**src/cfg_header_pkg.sv**
```systemverilog
// shared constants and carriers for the configuration header and window decode
package cfg_header_pkg;
    // configuration word byte offsets
    localparam logic [7:0] OFF_COMMAND = 8'h04;
    localparam logic [7:0] OFF_REG_WINDOW_BASE = 8'h10;
    localparam logic [7:0] OFF_ARRAY_WINDOW_BASE = 8'h14;
    localparam logic [7:0] OFF_UNUSED_SLOT_TWO = 8'h18;
    localparam logic [7:0] OFF_UNUSED_SLOT_THREE = 8'h1c;
    localparam logic [7:0] OFF_UNUSED_SLOT_FOUR = 8'h20;
    localparam logic [7:0] OFF_UNUSED_SLOT_FIVE = 8'h24;
    localparam logic [7:0] OFF_CARDBUS_INFO = 8'h28;
    localparam logic [7:0] OFF_SUBSYSTEM_IDENTITY_WORD = 8'h2c;
    // field positions and reset values
    localparam int CMD_MEM_ENABLE_BIT = 1;
    localparam int REG_WINDOW_LOG2 = 12;
    localparam int ARRAY_WINDOW_LOG2 = 20;
    localparam logic [31:0] ZERO_WORD = 32'h0000_0000;
    localparam logic [31:0] SUBSYS_RESET = 32'h0000_0000;
    // bus commands
    localparam logic [3:0] CMD_MEM_READ = 4'h6;
    localparam logic [3:0] CMD_MEM_WRITE = 4'h7;
    localparam logic [3:0] CMD_CFG_READ = 4'ha;
    localparam logic [3:0] CMD_CFG_WRITE = 4'hb;

    typedef enum logic [1:0] {
        K_CFG,
        K_REG,
        K_ARR
    } target_kind_t;

    typedef struct packed {
        logic frame_n;
        logic irdy_n;
        logic idsel;
        logic [3:0] cbe_n;
        logic [31:0] ad;
    } bus_in_t;

    typedef struct packed {
        logic [31:0] ad;
        logic ad_oe;
        logic devsel_n;
        logic trdy_n;
        logic stop_n;
        logic ctl_oe;
    } bus_out_t;

    typedef struct packed {
        logic req;
        logic write;
        logic to_array;
        logic [19:0] addr;
        logic [31:0] wdata;
    } backend_req_t;
endpackage : cfg_header_pkg

```
**src/cfg_base_address_block.sv**
```systemverilog
// configuration header words for the window bases, unused slots and subsystem identity
`timescale 1ns/1ps
`default_nettype none
module cfg_base_address_block #(
    parameter int REG_LOG2 = cfg_header_pkg::REG_WINDOW_LOG2,
    parameter int ARR_LOG2 = cfg_header_pkg::ARRAY_WINDOW_LOG2
) (
    // clock and reset
    input wire logic sys_clk,
    input wire logic rst,
    // shared bus pins
    input wire cfg_header_pkg::bus_in_t bus_in,
    output cfg_header_pkg::bus_out_t bus_out,
    // eeprom strap and identity load
    input wire logic external_eeprom_present,
    input wire logic subsys_load_valid,
    input wire logic [31:0] subsys_load_data,
    // window back end
    output cfg_header_pkg::backend_req_t be_out,
    input wire logic be_ack,
    input wire logic [31:0] be_rdata,
    // state
    output logic mem_enable
);
    // the back end offset is 20 bits wide, so no window may exceed 1 MByte
    if (REG_LOG2 < 4 || REG_LOG2 > 20 || ARR_LOG2 < 4 || ARR_LOG2 > 20) begin : g_bad_size
        $error("window size parameters out of range");
    end

    typedef enum logic [2:0] {
        ST_IDLE,
        ST_CLAIM,
        ST_GETDATA,
        ST_BACKEND,
        ST_RESPOND,
        ST_TURN
    } tgt_state_t;

    function automatic logic [31:0] merge_bytes(input logic [31:0] old, input logic [31:0] nw,
                                                input logic [3:0] cbe_n);
        logic [31:0] r;
        r = old;
        for (int i = 0; i < 4; i++) begin
            if (!cbe_n[i]) begin
                r[8*i +: 8] = nw[8*i +: 8];
            end
        end
        return r;
    endfunction : merge_bytes

    tgt_state_t st_q, st_d;
    cfg_header_pkg::bus_out_t out_q, out_d;
    cfg_header_pkg::backend_req_t be_q, be_d;
    cfg_header_pkg::target_kind_t kind_q, kind_d;
    logic [31:0] addr_q, addr_d;
    logic write_q, write_d;
    logic [31-REG_LOG2:0] reg_base_q, reg_base_d;
    logic [31-ARR_LOG2:0] arr_base_q, arr_base_d;
    logic [31:0] subsys_q, subsys_d;
    logic mem_en_q, mem_en_d;
    logic eep_s1_q, eep_s2_q;
    logic hit_reg, hit_arr, cfg_cmd, cfg_wr;
    logic [31:0] cfg_rd;
    logic [31:0] wr_word;

    bar_window_decode #(
        .REG_LOG2(REG_LOG2),
        .ARR_LOG2(ARR_LOG2)
    ) u_decode (
        .addr(bus_in.ad),
        .cmd(bus_in.cbe_n),
        .mem_enable(mem_en_q),
        .reg_base(reg_base_q),
        .arr_base(arr_base_q),
        .hit_reg(hit_reg),
        .hit_arr(hit_arr)
    );

    // configuration read mux; words outside this block read zero
    always_comb begin
        case (addr_q[7:2])
            cfg_header_pkg::OFF_COMMAND[7:2]: begin
                cfg_rd = cfg_header_pkg::ZERO_WORD;
                cfg_rd[cfg_header_pkg::CMD_MEM_ENABLE_BIT] = mem_en_q;
            end
            cfg_header_pkg::OFF_REG_WINDOW_BASE[7:2]:
                cfg_rd = {reg_base_q, {REG_LOG2{1'b0}}};
            cfg_header_pkg::OFF_ARRAY_WINDOW_BASE[7:2]:
                cfg_rd = {arr_base_q, {ARR_LOG2{1'b0}}};
            cfg_header_pkg::OFF_SUBSYSTEM_IDENTITY_WORD[7:2]: cfg_rd = subsys_q;
            default: cfg_rd = cfg_header_pkg::ZERO_WORD;
        endcase
    end

    // configuration register group
    always_comb begin
        cfg_wr = (st_q == ST_GETDATA) && !bus_in.irdy_n && (kind_q == cfg_header_pkg::K_CFG);
        wr_word = merge_bytes(cfg_rd, bus_in.ad, bus_in.cbe_n);
        reg_base_d = reg_base_q;
        arr_base_d = arr_base_q;
        subsys_d = subsys_q;
        mem_en_d = mem_en_q;
        if (cfg_wr) begin
            case (addr_q[7:2])
                cfg_header_pkg::OFF_COMMAND[7:2]:
                    mem_en_d = wr_word[cfg_header_pkg::CMD_MEM_ENABLE_BIT];
                cfg_header_pkg::OFF_REG_WINDOW_BASE[7:2]:
                    reg_base_d = wr_word[31:REG_LOG2];
                cfg_header_pkg::OFF_ARRAY_WINDOW_BASE[7:2]:
                    arr_base_d = wr_word[31:ARR_LOG2];
                cfg_header_pkg::OFF_SUBSYSTEM_IDENTITY_WORD[7:2]: begin
                    if (eep_s2_q) begin
                        subsys_d = wr_word;
                    end
                end
                default: begin
                end
            endcase
        end
        // a hardware load in the same cycle as a host write wins
        if (subsys_load_valid) begin
            subsys_d = subsys_load_data;
        end
    end

    always_ff @(posedge sys_clk or posedge rst) begin
        if (rst) begin
            reg_base_q <= '0;
            arr_base_q <= '0;
            subsys_q <= cfg_header_pkg::SUBSYS_RESET;
            mem_en_q <= 1'b0;
            eep_s1_q <= 1'b0;
            eep_s2_q <= 1'b0;
        end else begin
            reg_base_q <= reg_base_d;
            arr_base_q <= arr_base_d;
            subsys_q <= subsys_d;
            mem_en_q <= mem_en_d;
            eep_s1_q <= external_eeprom_present;
            eep_s2_q <= eep_s1_q;
        end
    end

    // target sequencer group
    always_comb begin
        cfg_cmd = bus_in.idsel && (bus_in.ad[1:0] == 2'b00) &&
                  ((bus_in.cbe_n == cfg_header_pkg::CMD_CFG_READ) ||
                   (bus_in.cbe_n == cfg_header_pkg::CMD_CFG_WRITE));
        st_d = st_q;
        out_d = out_q;
        be_d = be_q;
        be_d.req = 1'b0;
        kind_d = kind_q;
        addr_d = addr_q;
        write_d = write_q;
        case (st_q)
            ST_IDLE: begin
                if (!bus_in.frame_n && (cfg_cmd || hit_reg || hit_arr)) begin
                    st_d = ST_CLAIM;
                    addr_d = bus_in.ad;
                    write_d = bus_in.cbe_n[0];
                    kind_d = cfg_cmd ? cfg_header_pkg::K_CFG :
                             (hit_reg ? cfg_header_pkg::K_REG : cfg_header_pkg::K_ARR);
                    out_d.devsel_n = 1'b0;
                    out_d.trdy_n = 1'b1;
                    out_d.stop_n = 1'b1;
                    out_d.ctl_oe = 1'b1;
                end
            end
            ST_CLAIM: begin
                if (write_q) begin
                    st_d = ST_GETDATA;
                end else if (kind_q == cfg_header_pkg::K_CFG) begin
                    st_d = ST_RESPOND;
                    out_d.ad = cfg_rd;
                    out_d.ad_oe = 1'b1;
                    out_d.trdy_n = 1'b0;
                    out_d.stop_n = 1'b0;
                end else begin
                    st_d = ST_BACKEND;
                    be_d.req = 1'b1;
                    be_d.write = 1'b0;
                    be_d.to_array = (kind_q == cfg_header_pkg::K_ARR);
                    be_d.addr = addr_q[19:0];
                end
            end
            ST_GETDATA: begin
                if (!bus_in.irdy_n) begin
                    if (kind_q == cfg_header_pkg::K_CFG) begin
                        st_d = ST_RESPOND;
                        out_d.trdy_n = 1'b0;
                        out_d.stop_n = 1'b0;
                    end else begin
                        st_d = ST_BACKEND;
                        be_d.req = 1'b1;
                        be_d.write = 1'b1;
                        be_d.to_array = (kind_q == cfg_header_pkg::K_ARR);
                        be_d.addr = addr_q[19:0];
                        be_d.wdata = bus_in.ad;
                    end
                end
            end
            ST_BACKEND: begin
                if (be_ack) begin
                    st_d = ST_RESPOND;
                    out_d.ad = be_rdata;
                    out_d.ad_oe = !write_q;
                    out_d.trdy_n = 1'b0;
                    out_d.stop_n = 1'b0;
                end
            end
            ST_RESPOND: begin
                // stop rides with the only data phase, so no burst continues
                if (!bus_in.irdy_n) begin
                    st_d = ST_TURN;
                    out_d.ad_oe = 1'b0;
                    out_d.devsel_n = 1'b1;
                    out_d.trdy_n = 1'b1;
                    out_d.stop_n = 1'b1;
                end
            end
            ST_TURN: begin
                st_d = ST_IDLE;
                out_d.ctl_oe = 1'b0;
            end
            default: st_d = ST_IDLE;
        endcase
    end

    always_ff @(posedge sys_clk or posedge rst) begin
        if (rst) begin
            st_q <= ST_IDLE;
            out_q <= '{ad: 32'h0000_0000, ad_oe: 1'b0, devsel_n: 1'b1, trdy_n: 1'b1,
                       stop_n: 1'b1, ctl_oe: 1'b0};
            be_q <= '0;
            kind_q <= cfg_header_pkg::K_CFG;
            addr_q <= '0;
            write_q <= 1'b0;
        end else begin
            st_q <= st_d;
            out_q <= out_d;
            be_q <= be_d;
            kind_q <= kind_d;
            addr_q <= addr_d;
            write_q <= write_d;
        end
    end

    assign bus_out = out_q;
    assign be_out = be_q;
    assign mem_enable = mem_en_q;

    // checks
    logic cfg_rd_resp;
    assign cfg_rd_resp = (st_q == ST_RESPOND) && (kind_q == cfg_header_pkg::K_CFG) && !write_q;

    a_reg_base_write: assert property (@(posedge sys_clk) disable iff (rst)
        cfg_wr && (addr_q[7:0] == cfg_header_pkg::OFF_REG_WINDOW_BASE) && (bus_in.cbe_n == 4'h0)
        |=> reg_base_q == $past(bus_in.ad[31:REG_LOG2]))
        else $error("register window base not written");
    a_reg_base_low: assert property (@(posedge sys_clk) disable iff (rst)
        cfg_rd_resp && (addr_q[7:0] == cfg_header_pkg::OFF_REG_WINDOW_BASE)
        |-> out_q.ad[REG_LOG2-1:4] == '0)
        else $error("register window low bits not zero");
    a_arr_base_write: assert property (@(posedge sys_clk) disable iff (rst)
        cfg_wr && (addr_q[7:0] == cfg_header_pkg::OFF_ARRAY_WINDOW_BASE) && (bus_in.cbe_n == 4'h0)
        |=> arr_base_q == $past(bus_in.ad[31:ARR_LOG2]))
        else $error("array window base not written");
    a_arr_base_low: assert property (@(posedge sys_clk) disable iff (rst)
        cfg_rd_resp && (addr_q[7:0] == cfg_header_pkg::OFF_ARRAY_WINDOW_BASE)
        |-> out_q.ad[ARR_LOG2-1:4] == '0)
        else $error("array window low bits not zero");
    a_base_type_bits: assert property (@(posedge sys_clk) disable iff (rst)
        cfg_rd_resp && (addr_q[7:3] == cfg_header_pkg::OFF_REG_WINDOW_BASE[7:3])
        |-> out_q.ad[3:0] == 4'h0)
        else $error("window type bits not zero");
    a_unused_words: assert property (@(posedge sys_clk) disable iff (rst)
        cfg_rd_resp && (addr_q[7:2] >= cfg_header_pkg::OFF_UNUSED_SLOT_TWO[7:2]) &&
        (addr_q[7:2] <= cfg_header_pkg::OFF_CARDBUS_INFO[7:2]) |-> out_q.ad == 32'h0000_0000)
        else $error("unused word reads nonzero");
    a_subsys_locked: assert property (@(posedge sys_clk) disable iff (rst)
        !eep_s2_q && !subsys_load_valid |=> $stable(subsys_q))
        else $error("subsystem identity changed without eeprom");
    a_subsys_load: assert property (@(posedge sys_clk) disable iff (rst)
        subsys_load_valid |=> subsys_q == $past(subsys_load_data))
        else $error("subsystem identity not loaded");
    a_claim_enable: assert property (@(posedge sys_clk) disable iff (rst)
        (st_q == ST_IDLE) && !bus_in.frame_n && !mem_en_q && !cfg_cmd |=> out_q.devsel_n)
        else $error("memory cycle claimed while disabled");
    a_stop_with_data: assert property (@(posedge sys_clk) disable iff (rst)
        !out_q.trdy_n |-> !out_q.stop_n)
        else $error("data phase without disconnect");
    a_single_phase: assert property (@(posedge sys_clk) disable iff (rst)
        !out_q.trdy_n && !bus_in.irdy_n |=> out_q.trdy_n && out_q.devsel_n)
        else $error("second data phase offered");
    a_claim_window: assert property (@(posedge sys_clk) disable iff (rst)
        (st_q == ST_IDLE) && !bus_in.frame_n && (hit_reg || hit_arr)
        |=> !out_q.devsel_n ##1 (be_q.req || write_q))
        else $error("matching memory cycle not claimed");

    c_cfg_write: cover property (@(posedge sys_clk) disable iff (rst) cfg_wr);
    c_reg_read: cover property (@(posedge sys_clk) disable iff (rst)
        be_q.req && !be_q.write && !be_q.to_array);
    c_arr_write: cover property (@(posedge sys_clk) disable iff (rst)
        be_q.req && be_q.write && be_q.to_array);
endmodule : cfg_base_address_block
`default_nettype wire

```
**src/bar_window_decode.sv**
```systemverilog
// compares a memory cycle address against both window bases
`timescale 1ns/1ps
`default_nettype none
module bar_window_decode #(
    parameter int REG_LOG2 = 12,
    parameter int ARR_LOG2 = 20
) (
    // address and command
    input wire logic [31:0] addr,
    input wire logic [3:0] cmd,
    input wire logic mem_enable,
    // window bases
    input wire logic [31-REG_LOG2:0] reg_base,
    input wire logic [31-ARR_LOG2:0] arr_base,
    // results
    output logic hit_reg,
    output logic hit_arr
);
    logic is_mem;

    // a zero base still decodes; software is expected to program before enabling
    always_comb begin
        is_mem = (cmd == cfg_header_pkg::CMD_MEM_READ) || (cmd == cfg_header_pkg::CMD_MEM_WRITE);
        hit_reg = mem_enable && is_mem && (addr[31:REG_LOG2] == reg_base);
        hit_arr = mem_enable && is_mem && (addr[31:ARR_LOG2] == arr_base);
    end
endmodule : bar_window_decode
`default_nettype wire

```
**config.mk**
```make
export PLATFORM = sky130hd
export DESIGN_NAME = cfg_base_address_block
export DESIGN_NICKNAME = d
export VERILOG_FILES = /design/src/cfg_header_pkg.sv /design/src/cfg_base_address_block.sv /design/src/bar_window_decode.sv
export SDC_FILE = /design/constraint.sdc
export NUM_CORES = 1
export LEC_CHECK = 0
export ABC_CLOCK_PERIOD_IN_PS = 8400
export CORE_ASPECT_RATIO = 0.9
export CORE_MARGIN = 4
export CORE_UTILIZATION = 35
export CTS_CLUSTER_SIZE = 8
export DETAILED_ROUTE_END_ITERATION = 7
export DONT_BUFFER_PORTS = 1
export PLACE_DENSITY_LB_ADDON = 0.3
export SKIP_CTS_REPAIR_TIMING = 1
export SLEW_MARGIN = 20
export SYNTH_ARGS = -nofsm -noshare
export SYNTH_HDL_FRONTEND = slang
export SYNTH_HIERARCHICAL = 1
export SYNTH_SLANG_ARGS = --single-unit
```
**constraint.sdc**
```tcl
create_clock -name sys_clk -period 8.4 [get_ports sys_clk]
set_clock_uncertainty 0.1 [all_clocks]
set_input_delay 1.26 -clock sys_clk [delete_from_list [all_inputs] [get_ports sys_clk]]
set_output_delay 1.26 -clock sys_clk [all_outputs]
set_load 0.03 [all_outputs]
```
### Yosys cells after proc, flatten, opt, wreduce, memory -nomap -nowiden

Index checks and enable logic that the tools add are counted.

| operators by class | value |
|---|---|
| reductions and logical operators | 40 |
| equality and inequality tests | 24 |
| multiply operators | 0 |
| $lt $le $gt $ge | 0 |
| div/mod/pow operators | 0 |
| bitwise logic cells | 2 |
| shift-type cells | 0 |
| $add $sub $neg | 0 |
| muxes and demuxes | 37 |

Operators by type and width:

| kind | number |
|---|---|
| $mux 32 | 4 |
| $pmux 32 s4 | 1 |
| $mux 55 | 2 |
| $mux 33 | 3 |
| $pmux 32 s2 | 1 |
| $mux 23 | 2 |
| $pmux 23 s2 | 1 |
| $mux 8 | 4 |
| $eq 20x20->1 | 1 |
| $mux 3 | 6 |
| $ne 2x2->1 const B | 8 |
| $pmux 3 s5 | 1 |
| $reduce_bool 2->1 | 7 |
| $eq 12x12->1 | 1 |
| $eq 6x3->1 const B | 2 |
| $mux 2 | 6 |
| $pmux 2 s5 | 1 |
| $reduce_and 2->1 | 5 |
| $reduce_and 5->1 | 2 |
| $reduce_and 3->1 | 3 |
| $eq 4x3->1 const B | 2 |
| $eq 4x4->1 const B | 2 |
| $logic_and 1x1->1 | 8 |
| $mux 4 | 2 |
| 17 further kinds | 28 |

| word-level totals | value |
|---|---|
| bits in writable memories | 0 |
| memories | 0 |
| latch bits | 0 |
| output and inout bits | 93 |
| register bits | 185 |
| input port bits | 108 |
| logic and storage cells | 124 |
| memory bits (read-only) | 0 |

### Depth between registers and ports, before layout

| depth | value |
|---|---|
| word-level depth | 9 |
| depth in mapped cells | 8 |
| depth with buffers taken out | 8 |

### Hierarchy

Netlist, hierarchy kept.

By module, submodules not included:

| module | cells an instance | seq. area each (um2) | times used | area each (um2) |
|---|---|---|---|---|
| cfg_base_address_block | 807 | 4606.9 | 1 | 8659.6 |
| bar_window_decode | 44 | 0.0 | 1 | 356.6 |

### Worst setup path after synthesis

Ideal clock, no wire load.

| timing | value |
|---|---|
| path type | input to register |
| start point | in bus_in[28] (netlist name) |
| end point | reg addr_q[3] |
| arrival | 2.973 ns |
| buffers on the path | 1 |
| required time | 8.172 ns |
| library setup time | 0.128 ns |
| setup slack | 5.199 ns |
| cell stages on the path | 7 |
| cell sequence | xor2_1 nor4_1 nand4_1 nor4_1 o31ai_2 buf_6 mux2_1 |

| between the ends | value |
|---|---|
| longest elaborated chain between the ends | 6 |
| elaborated cells between the ends (all ways) | 8 |
| those cells by class | eq/ne (2); reduce/logical (6) |

Ends and longest elaborated chain:

| element | line | text |
|---|---|---|
| from (decl) | cfg_base_address_block.sv:12 | `input wire cfg_header_pkg::bus_in_t bus_in,` |
| $eq 20x20->1 | bar_window_decode.sv:24 | `hit_reg = mem_enable && is_mem && (addr[31:REG_LOG2] == reg_base);` |
| $logic_and 1x1->1 | bar_window_decode.sv:24 |  |
| net hit_reg | cfg_base_address_block.sv:62 | `logic hit_reg, hit_arr, cfg_cmd, cfg_wr;` |
| $logic_or 1x1->1 (2 in series) | cfg_base_address_block.sv:158 | `if (!bus_in.frame_n && (cfg_cmd \|\| hit_reg \|\| hit_arr)) begin` |
| $logic_and 1x1->1 | cfg_base_address_block.sv:158 |  |
| $reduce_and 2->1 (no source line) | -- |  |
| to (signal assigned) | cfg_base_address_block.sv:244 | `addr_q <= addr_d;` |
| to (decl) | cfg_base_address_block.sv:55 | `logic [31:0] addr_q, addr_d;` |

The timed path passes the listed nets, and every way through them passes these cells.
A chain may end at the register's enable or synchronous reset.

### Final worst setup path

| timing | value |
|---|---|
| start point | in bus_in[18] (netlist name) |
| end point | reg addr_q[3] |

The elaborated chain is that of the path after synthesis.

==> impl_metrics.tcl <==
set metrics [dict create \
    hold_path.class "reg -> reg" \
    cap_violations 0 \
    drive_above_1_share 0.165 \
    crit_required_ps 8620 \
    grt_usage 0.190 \
    grt_max_degree 119 \
    seqPwrFrac 0.502 \
    drt_wl_total_um 27200 \
    power.switching_mw 0.527 \
    core-area_um2 25300 \
    crit_path_top_delay_cell "nor4_1" \
    synth_ff_type "dfrtp_1" \
    power.share.switching 0.273 \
    clk_pin_slew_ps 70 \
    cp_max_fo 23 \
    hold_viol 0 \
    grt_pass1_vias 6520 \
    die_area_um2 28400 \
    min_path_cells 0 \
    worst_setup_path_end_kind "flop" \
    io_pins 201 \
    drt_first_iter_violations 531 \
    peakVddDrop_uv 117 \
    async_flop_share 1.00 \
    ys_seq_area_frac 0.511 \
    finalCriticalPeriod_ps 3400 \
    dp_hpwl_um 19300 \
    setup_viol 0 \
    place_area_um2 9290 \
    finish.utilization 0.392 \
    path_class "in -> reg" \
    cpPeakStageDelay_ps 850 \
    vias_per_cell 5.61 \
    vias 6584 \
    reg2reg_depth 7 \
    worstSetupStartpointType "input pin" \
    netlist_area_um2 9020 \
    h-tree-depth 4 \
    p_leak_nw 4.43 \
    io_buffers 0 \
    rsz0062_at_grt "no" \
    fp.dieW_um 177 \
    cts_root_buf "clkbuf_16" \
    grt_overflow 0 \
    numCtsBuffers 17 \
    dr.pass1.iters 5 \
    cts_tree "built" \
    crit_arrival_ps 3620 \
    num-fill-cells 2481 \
    start_util 0.357 \
    clockBufferDepth 2 \
    grt_antenna_before_repair 4 \
    fin_crit_sh 0.404 \
    max_freq_mhz 294 \
    rows 55 \
    ys_ff_latch 184 \
    cpMostUsedCell "nor4_1" \
    power_density_nw_per_um2 195 \
    clk-insertion-delay-late_ps 440 \
    area_growth_pct 9.78 \
    fin_area_um2 9900 \
    ant_nets 0 \
    syn_avg_cell_area_um2 10.6 \
    drc 0 \
    synthesis.nets 959 \
    maxSlewHeadroom 0.323 \
    synth_edf_count 0 \
    p_int_mw 1.40 \
    drt-wirelength-per-cell_um 23.1 \
    clock_sinks 184 \
    cp_cell_sequence "xor2_1, nor4_1, nand4_1, nor4_1, o31ai_4, buf_4, mux2_1" \
    syn_inst 851 \
    drv_slew 0 \
    final_nets 927 \
    p_clk_frac 0.430 \
    timing.setup.tns_ps 0 \
    final.setup.worst_slack_ps 5000 \
    grt_pass1_wl_um 41300 \
    tightest_slew_ps 1020 \
    dp_slack_ps 4680 \
    dieHeight_um 160 \
    comb_power_share 0.068 \
    status "finished, final reports clean" \
    ys.warnings.count 6 \
    antenna_cells 0 \
    gp_congestion 0.831 \
    synth_cell_types 59 \
]
power by group through the flow:
stage | clock network (mW) | registers (mW) | logic [mW]
after detailed placement | 0 | 0.985 | 0.131
after CTS | 0.849 | 0.968 | 0.132
after floorplan | 0 | 0.965 | 0.115
final | 0.829 | 0.968 | 0.131
after global placement | 0 | 0.984 | 0.129
after global routing | 0.884 | 0.974 | 0.146
stage by stage:
stage | hold slack [ps] | power [mW] | cells
floorplan | 231 | 1.08 | 851
global placement | 245 | 1.11 | 1142
detailed placement | 244 | 1.12 | 1142
CTS | 254 | 1.95 | 1174
global route | 265 | 2.00 | 1174
finish | 252 | 1.93 | 1174
per-layer routing:
metal / up-vias / GRT usage / wire length, µm
li1: 3057 / - / -
met1: 3275 / 0.272 / 12500
met2: 221 / 0.279 / 12000
met3: 23 / 0.0708 / 2290
met4: 8 / 0.0323 / 233
met5: - / 0 / 69
cell usage in the layout (no fill, tap or decap), drive strengths merged, types with 4 or more instances in the layout:
cell    count
nand2      82
dfrtp     182
clkinv      4
mux2       81
a21oi      19
nor2b      31
nor3b       8
nor3        5
nor2       55
inv        18
a221oi     17
a31oi      16
mux2i       4
a22oi      21
xor2       21
nand4      12
o21ai      28
clkbuf     17
nor4       29
xnor2      12
buf        13
o31ai      71
and2       15
and3       33
final timing paths:
check / start / to / slack (ps)
worst max-delay path: bus_in[18] / addr_q[3]$_DFFE_PP0P_ / 5000
worst min-delay path: eep_s1_q$_DFF_PP0_ / eep_s2_q$_DFF_PP0_ / 250
worst max register to register: reg_base_q[13]$_DFFE_PP0P_ / addr_q[3]$_DFFE_PP0P_ / 5330
worst min register to register: eep_s1_q$_DFF_PP0_ / eep_s2_q$_DFF_PP0_ / 250
max in group asynchronous: rst / subsys_q[30]$_DFFE_PP0P_ / 5990
min in group asynchronous: rst / bus_out[13]$_DFFE_PP0P_ / 730
worst max-delay path: cells and delay by family:
family / cells / cell delay [ps]
buffers and inverters: 1 / 270
muxes: 1 / 340
and+or+nand+nor: 3 / 1470
xor gates and xnor gates: 1 / 130
AOI/OAI and AO/OA: 1 / 130
cells by family after synthesis:
kind of cell              count (synthesis)  synth area share
and+or+nand+nor                         286             0.169
AOI/OAI and AO/OA                       189             0.146
DFF                                     184             0.511
muxes                                    85             0.106
buffers and inverters                    74            0.0361
xor gates and xnor gates                 33            0.0321
synthesized netlist by cell type (3+ instances only):
cell type,number,share of area
a22oi_1,21,0.017
nand3_1,3,0.0017
nor3b_1,8,0.0067
mux2_2,78,0.097
a22o_1,3,0.0029
dfrtp_1,182,0.51
buf_4,4,0.0033
and3_1,33,0.023
nor4_1,28,0.019
nand2_1,82,0.034
a31oi_1,16,0.011
nand4_1,11,0.0076
mux2i_1,4,0.0044
a221oi_1,17,0.017
inv_1,10,0.0042
xnor2_1,12,0.012
mux2_1,3,0.0037
a21oi_1,19,0.011
and2_1,13,0.0090
clkbuf_1,43,0.018
o21ai_0,27,0.015
nor2b_1,31,0.022
o31ai_1,70,0.058
nor2_1,54,0.022
buf_2,13,0.0072
xor2_1,21,0.020
nor3_1,5,0.0028
state kept, by name, summed over array words and instances (netlist names):
register	cells
kind_q	2
eep_s2_q	1
eep_s1_q	1
mem_enable	1
bus_out	36
reg_base_q	20
write_q	1
addr_q	20
arr_base_q	12
be_out	55
st_q	3
subsys_q	32
area by class of cell:
class                      count  area, µm²  area share
inverter                      10       45.0     0.00455
timing repair buffer          13       97.6     0.00986
multi-input combinational    593       4120       0.416
clock inverter                15        180      0.0182
sequential                   184       4610       0.465
tap                          342        428      0.0432
clock buffer                  17        425      0.0430
No activity file was read; power rests on OpenSTA's default activity.
